## src/verilog/mem_cmd_pkg.sv

```systemverilog
// Package for the memory and speed command unit: opcodes, digit fields, codes.
// Assumes a core that presents each fetched 10-bit opcode with a strobe.
package mem_cmd_pkg;
  localparam int WREG_W = 56;
  localparam logic [9:0] OPC_CMD_WRITE = 10'h1_FC;
  localparam logic [9:0] OPC_PROG_WRITE = 10'h040;
  // Digit positions
  localparam int DIGIT_W = 4;
  localparam int LADDR_W = 16;
  localparam int PW_PAGE_LSB = 24;
  localparam int SPEED_W = 3;
  localparam int CMD_LSB = 16;
  localparam int BANK_LSB = 20;
  localparam int PAGE_LSB = 24;
  localparam int MAPDATA_LSB = 0;
  localparam int LADDR_LSB = 24;
  localparam int PADDR_LSB = 24;
  localparam int WDATA_LSB = 0;
  localparam int PW_ADDR_LSB = 12;
  localparam int PW_DATA_LSB = 0;
  localparam int PW_DATA_W = 12;
  localparam int PADDR_W = 24;
  localparam int MEM_W = 16;
  localparam int HOLD_W = 16;
  localparam logic [3:0] PW_PAD = 4'h0;
  // Command codes
  localparam logic [3:0] C_WR_MAP = 4'h0;
  localparam logic [3:0] C_RD_MAP = 4'h1;
  localparam logic [3:0] C_WR_LOG = 4'h2;
  localparam logic [3:0] C_RD_LOG = 4'h3;
  localparam logic [3:0] C_WR_PHY = 4'h4;
  localparam logic [3:0] C_RD_PHY = 4'h5;
  localparam logic [3:0] C_MAP_OFF = 4'h6;
  localparam logic [3:0] C_MAP_ON = 4'h7;
  localparam logic [3:0] C_SPD_1X = 4'h8;
  localparam logic [3:0] C_SPD_50X = 4'hD;
  localparam logic [3:0] C_SMAP_OFF = 4'hE;
  localparam logic [3:0] C_SMAP_ON = 4'hF;
  // Speed selection: 0 normal, 1..5 = 2x,5x,10x,20x,50x
  localparam logic [2:0] SPEED_NORMAL = 3'h0;
  typedef enum logic [1:0] {REQ_MAP, REQ_LOG, REQ_PHY, REQ_PROG} req_kind_t;
  typedef struct packed {
    logic valid;
    logic is_write;
    req_kind_t kind;
    logic [3:0] page;
    logic [3:0] bank;
    logic [PADDR_W-1:0] addr;
    logic [MEM_W-1:0] data;
  } mem_req_t;
endpackage : mem_cmd_pkg

```

## src/verilog/memory_speed_command_unit.sv

```systemverilog
// ****************************************************************************
// Memory and speed command unit
// ****************************************************************************
// Decodes the command-write and legacy program-write opcodes, which the core
// executes as one-cycle no-ops, into memory requests, mapping enables and
// an execution speed selection.
// Assumes a core that shows each fetched opcode with fetch_valid and the
// working register in the same cycle, and a memory system that answers
// each read request with a single rd_valid pulse carrying rd_data.
`timescale 1ns/10ps
`default_nettype none
// Operation
// - Command-write opcode is a one-cycle no-op here decoded and acted upon.
// - Command-write fetches always run at normal bus speed.
// - Write commands send working-register data to destination automatically.
// - Read commands latch result in a holding register read via I/O port.
// - Command code comes from digit 4; operands from other digits.
// - Codes 0,2,4 write; 6/7 global map off/on; E/F special map off/on.
// - Code 8 normal speed; 9..D select 2,5,10,20,50 times.
// - Codes 1,3,5 read map entry, logical, physical; result latched.
// - Legacy program write is one-cycle no-op, always at bus speed.
// - Legacy write address from digits 6-3, data from digits 2-0.
// - Legacy write goes to the bank active in the address page.
// - Legacy write stores twelve data bits, upper four forced zero.
module memory_speed_command_unit import mem_cmd_pkg::*; (
  // Clock and control
  input wire logic mclk,
  input wire logic srst,
  input wire logic clk_en,
  // Core fetch side
  input wire logic fetch_valid,
  input wire logic [9:0] fetch_opcode,
  input wire logic [WREG_W-1:0] work_reg,
  // Memory side
  output var mem_req_t mem_req,
  input wire logic rd_valid,
  input wire logic [HOLD_W-1:0] rd_data,
  // Status
  output logic force_bus_speed,
  output logic map_enable,
  output logic special_map_enable,
  output logic [2:0] speed_sel,
  output logic [HOLD_W-1:0] hold_data,
  output logic hold_valid
);

  // **************************************************************************
  // Opcode decode
  // **************************************************************************

  // Opcode strobes; clk_en is applied where state is updated
  logic is_cmd;
  logic is_prog;
  assign is_cmd = fetch_valid && (fetch_opcode == OPC_CMD_WRITE);
  assign is_prog = fetch_valid && (fetch_opcode == OPC_PROG_WRITE);

  // Command code sits in digit 4 of the working register
  logic [DIGIT_W-1:0] code;
  assign code = work_reg[CMD_LSB +: DIGIT_W];

  // Code classes: memory access, read direction, speed selection
  logic code_is_mem;
  logic code_is_read;
  logic code_is_speed;
  assign code_is_mem = (code <= C_RD_PHY);
  assign code_is_read = (code == C_RD_MAP) || (code == C_RD_LOG) || (code == C_RD_PHY);
  assign code_is_speed = (code >= C_SPD_1X) && (code <= C_SPD_50X);

  // **************************************************************************
  // Operand fields
  // **************************************************************************

  // Command operands: page, bank, addresses and write data
  logic [DIGIT_W-1:0] cmd_page;
  logic [DIGIT_W-1:0] cmd_bank;
  logic [LADDR_W-1:0] cmd_log_addr;
  logic [PADDR_W-1:0] cmd_phy_addr;
  logic [MEM_W-1:0] cmd_wdata;
  assign cmd_page = work_reg[PAGE_LSB +: DIGIT_W];
  assign cmd_bank = work_reg[BANK_LSB +: DIGIT_W];
  assign cmd_log_addr = work_reg[LADDR_LSB +: LADDR_W];
  assign cmd_phy_addr = work_reg[PADDR_LSB +: PADDR_W];
  assign cmd_wdata = work_reg[WDATA_LSB +: MEM_W];

  // Legacy operands: address in digits 6-3, data in digits 2-0
  logic [DIGIT_W-1:0] prog_page;
  logic [LADDR_W-1:0] prog_addr;
  logic [PW_DATA_W-1:0] prog_data;
  assign prog_page = work_reg[PW_PAGE_LSB +: DIGIT_W];
  assign prog_addr = work_reg[PW_ADDR_LSB +: LADDR_W];
  assign prog_data = work_reg[PW_DATA_LSB +: PW_DATA_W];

  // **************************************************************************
  // Bus speed override
  // **************************************************************************

  // Both special opcodes run at bus speed whatever speed_sel holds;
  // the flag stands for the one cycle after the fetch
  always_ff @(posedge mclk) begin
    if (srst) begin
      force_bus_speed <= 1'b0;
    end else if (clk_en) begin
      force_bus_speed <= is_cmd || is_prog;
    end
  end

  // **************************************************************************
  // Mapping enables
  // **************************************************************************

  // Global mapping enable; it comes up off after reset
  always_ff @(posedge mclk) begin
    if (srst) begin
      map_enable <= 1'b0;
    end else if (clk_en && is_cmd) begin
      if (code == C_MAP_OFF) begin
        map_enable <= 1'b0;
      end else if (code == C_MAP_ON) begin
        map_enable <= 1'b1;
      end
    end
  end

  // Special mapping enable; it also comes up off after reset
  always_ff @(posedge mclk) begin
    if (srst) begin
      special_map_enable <= 1'b0;
    end else if (clk_en && is_cmd) begin
      if (code == C_SMAP_OFF) begin
        special_map_enable <= 1'b0;
      end else if (code == C_SMAP_ON) begin
        special_map_enable <= 1'b1;
      end
    end
  end

  // **************************************************************************
  // Execution speed
  // **************************************************************************

  // Codes 8 to D map onto selections 0 to 5; other codes leave it alone
  always_ff @(posedge mclk) begin
    if (srst) begin
      speed_sel <= SPEED_NORMAL;
    end else if (clk_en && is_cmd && code_is_speed) begin
      speed_sel <= SPEED_W'(code - C_SPD_1X);
    end
  end

  // **************************************************************************
  // Memory request
  // **************************************************************************

  // Request built from the decoded fields; an all-zero request is idle.
  // Codes 6 to F never reach the memory, so they cannot disturb it.
  mem_req_t next_req;
  always_comb begin
    next_req = '0;
    if (is_prog) begin
      next_req.valid = 1'b1;
      next_req.is_write = 1'b1;
      next_req.kind = REQ_PROG;
      next_req.page = prog_page;
      next_req.addr = PADDR_W'(prog_addr);
      next_req.data = {PW_PAD, prog_data};
    end else if (is_cmd && code_is_mem) begin
      next_req.valid = 1'b1;
      next_req.is_write = !code_is_read;
      next_req.page = cmd_page;
      next_req.bank = cmd_bank;
      next_req.data = cmd_wdata;
      unique case (code)
        C_WR_MAP, C_RD_MAP: begin
          next_req.kind = REQ_MAP;
        end
        C_WR_LOG, C_RD_LOG: begin
          next_req.kind = REQ_LOG;
          next_req.addr = PADDR_W'(cmd_log_addr);
        end
        C_WR_PHY, C_RD_PHY: begin
          next_req.kind = REQ_PHY;
          next_req.addr = cmd_phy_addr;
        end
        default: begin
          next_req.kind = REQ_MAP;
        end
      endcase
    end
  end

  // Registered request, one cycle per accepted opcode
  always_ff @(posedge mclk) begin
    if (srst) begin
      mem_req <= '0;
    end else if (clk_en) begin
      mem_req <= next_req;
    end
  end

  // **************************************************************************
  // Read-result holding register
  // **************************************************************************

  // Only read answers load it; write commands leave it untouched
  always_ff @(posedge mclk) begin
    if (srst) begin
      hold_data <= '0;
    end else if (clk_en && rd_valid) begin
      hold_data <= rd_data;
    end
  end

  // Marks that the holding register has been loaded at least once
  always_ff @(posedge mclk) begin
    if (srst) begin
      hold_valid <= 1'b0;
    end else if (clk_en && rd_valid) begin
      hold_valid <= 1'b1;
    end
  end

endmodule : memory_speed_command_unit
`default_nettype wire
```

## config.mk

```make
export PLATFORM = sky130hd
export DESIGN_NAME = memory_speed_command_unit
export DESIGN_NICKNAME = d
export VERILOG_FILES = /design/src/verilog/mem_cmd_pkg.sv /design/src/verilog/memory_speed_command_unit.sv
export SDC_FILE = /design/constraint.sdc
export NUM_CORES = 1
export LEC_CHECK = 0
export BUFFER_PORTS_ARGS = -buffer_cell sky130_fd_sc_hd__buf_2
export CAP_MARGIN = 20
export CORE_ASPECT_RATIO = 1.2
export CORE_MARGIN = 1.5
export CORE_UTILIZATION = 45
export CTS_BUF_LIST = sky130_fd_sc_hd__clkbuf_16
export CTS_CLUSTER_SIZE = 20
export DETAILED_ROUTE_END_ITERATION = 10
export GPL_ROUTABILITY_DRIVEN = 1
export GPL_TIMING_DRIVEN = 0
export PLACE_DENSITY = 0.86
export SLEW_MARGIN = 40
export SYNTH_ARGS = -nofsm -noshare
export SYNTH_HDL_FRONTEND = slang
export SYNTH_SLANG_ARGS = --single-unit
export TNS_END_PERCENT = 5
```

## constraint.sdc

```tcl
create_clock -name mclk -period 4.5 [get_ports mclk]
set_input_delay 0.9 -clock mclk [delete_from_list [all_inputs] [get_ports mclk]]
set_output_delay 0.9 -clock mclk [all_outputs]
set_load 0.1 [all_outputs]
```

==> results.ini <==
[clocking]
clk_path_buf_depth = 2
clk_latency_ps = 330
hold_buffers = 0
clock-sinks = 75
cts-buffers-inserted = 9
ctsResizeCount = 0
h-tree-depth = 3
path_clk_slew_ps = 60
cts_tree = yes
cts-root-buf = clkbuf_16
cts_setup_buffers = 0

[sta]
tns_ps = 0
finClkSkew_ps = 0
fin_crit_ps = 2180
rsz0062_at_grt = false
slew_headroom = 0.614
fin_crit_sh = 0.485
max_slew.worst_pin.slew_ps = 575
setup_viol = 0
hold_viol_final = 0
fmax_mhz = 458
slew_viol_final = 0

[logic_synthesis]
syn-num-nets = 386
synth_edf_count = 0
synth_warnings = 0
synth-main-ff-cell = dfxtp_1
ys_ff_latch = 75
yosysTopAreaCell = dfxtp_1
synth_area_um2 = 2850
yosysSeqAreaShare = 0.528
synth_top_cells_by_area = dfxtp_1, a22o_1, nand2_1
async_reset_ff_frac = 0
synth_area_per_cell_um2 = 9.52
synth_top_area_share = 0.528
synthCells = 299
ys_types = 35

[route]
firstDrtPassIters = 5
num_vias = 2905
wl_mm = 8.24
drc = 0
drt_iter0_drc = 111
ant_nets = 0
wl_per_cell_um = 15.0
viasPerCell = 5.29

[floorplan]
die_h_um = 90.1
rows = 31
die_w_um = 75.6
core_area_um2 = 6090
start_util = 0.467
io_pins = 162
die-area_um2 = 6810

[pwr]
total_power_uw = 1540
seqPwrFrac = 0.443
switching_share = 0.286
internal-power_uw = 1100
power_switching_uw = 440
combPwrFrac = 0.124
leakagePower_uw = 0.00188
irDropWorstVdd_v = 0.000246
p_per_area_nw_per_um2 = 386
clkPwrFrac = 0.433

[global_route]
antenna_found_initial = 0
grt_pass1_vias = 2814
grt_max_degree = 15
grt_pass1_wl_mm = 13.0
overflow = 0
grt.total_usage = 0.252

[worst_hold_path]
hold_class = flop to flop

[critical_path]
cp_common_cell = buf_2
cp_slowest_cell = nor4_4
cp.arrival_ps = 2410
critPathKind = input pin to flop
critical_path.max_stage_delay_ps = 530
start_kind = input pin
cp_max_fo = 10
required_ps = 4730
cp-end-kind = flop
cp_cell_sequence = buf_2, nand4_4, nor4_4, buf_2, nand3_1, a211oi_1

[final_layout]
antenna_cells = 0
final_nets = 549
most-common-layout-cells = buf_2, dfxtp_1, nand2_1
mostFrequentLayoutCell = buf_2
fillers = 527
drive_gt1_frac = 0.383
synthToLayoutAreaGrowth_pct = 40.1

[placed_design]
portBuffers = 152
gp_congestion = 0.901
dp_hpwl_mm = 6.24

[run]
max_cap_violations = 0

[run_status]
status = complete, no violations

flip-flops by register name, summed over array words and instances, names as in the netlist:
signal and flops:
mem_req 52, hold_data 16, speed_sel 3, force_bus_speed 1
hold_valid 1, map_enable 1, special_map_enable 1
worst paths after layout:
| path | startpoint | end | slack [ps] | depth (start not counted) |
|---|---|---|---|---|
| worst min register to register | mem_req[51] | mem_req[51] | 450 | 1 |
| worst min-delay path | mem_req[51] | mem_req[51] | 450 | 1 |
| worst max register to register | mem_req[50] | mem_req[50] | 3680 | 2 |
| worst max-delay path | fetch_opcode[4] | mem_req[31] | 2320 | 6 |
synth_stat cells, drive strengths merged, types with 3 or more instances:
library cell / n
a211oi: 6
a21oi: 32
nor4: 5
a22o: 34
nor2: 13
o21ai: 3
a31oi: 4
nand2: 44
dfxtp: 75
buf: 7
nor3: 3
nand4: 6
inv: 6
nand3: 16
and2: 5
a32oi: 8
clkbuf: 16
kinds of logic (layout without fill, tap and decap cells):
logic type,count (synthesis),count (layout),synth area share
AO/OA/AOI/OAI,93,93,0.233
multiplexers,2,2,0.00704
AND/OR/NAND/NOR,99,99,0.187
flip-flops,75,75,0.528
XOR/XNOR,1,1,0.00308
buffers and inverters,29,197,0.0422
critical path, delay by kind of cell:
family,cells,cell delay [ps]
buffers and inverters,2,430
AND/OR/NAND/NOR,3,790
AO/OA/AOI/OAI,1,280
per-layer routing:
| layer | track usage | wire, um | share of wire | up-vias |
|---|---|---|---|---|
| met5 | 0 | 0 | 0 | - |
| met4 | 0.0982 | 221 | 0.027 | 0 |
| met3 | 0.0740 | 481 | 0.058 | 20 |
| met2 | 0.433 | 4220 | 0.51 | 114 |
| met1 | 0.281 | 3320 | 0.40 | 1345 |
| li1 | - | - | - | 1426 |
stage by stage:
step / hold WS (ps) / instances / setup WS, ps / util / area [um^2]
after floorplan: 886 / 299 / 2370 / - / 2850
after detailed placement: 436 / 533 / 1970 / 0.609 / 3710
after global placement: 432 / 533 / 2010 / 0.609 / 3710
final: 449 / 549 / 2320 / 0.655 / 3990
after global routing: 471 / 549 / 2110 / 0.655 / 3990
after CTS: 450 / 549 / 2320 / 0.655 / 3990
layout make-up:
cell class / count / area [um^2] / area share
flip-flops and latches: 75 / 1500 / 0.377
multi-input cells: 195 / 1220 / 0.307
repair buffers: 152 / 761 / 0.191
clock buffers: 9 / 225 / 0.0565
well taps: 82 / 103 / 0.0257
plain buffers: 23 / 97.6 / 0.0245
clock inverters: 7 / 52.6 / 0.0132
inverters: 6 / 22.5 / 0.00565
power by group through the flow:
| stage | registers [uW] | clock network (uW) | logic [uW] |
|---|---|---|---|
| 3_3_place_gp | 695 | 0 | 188 |
| 5_1_grt | 682 | 708 | 203 |
| 3_5_place_dp | 696 | 0 | 190 |
| 4_1_cts | 681 | 672 | 191 |
| 2_1_floorplan | 778 | 0 | 42.4 |
| 6_report | 681 | 666 | 191 |
Power figures use the tool's default switching activity.
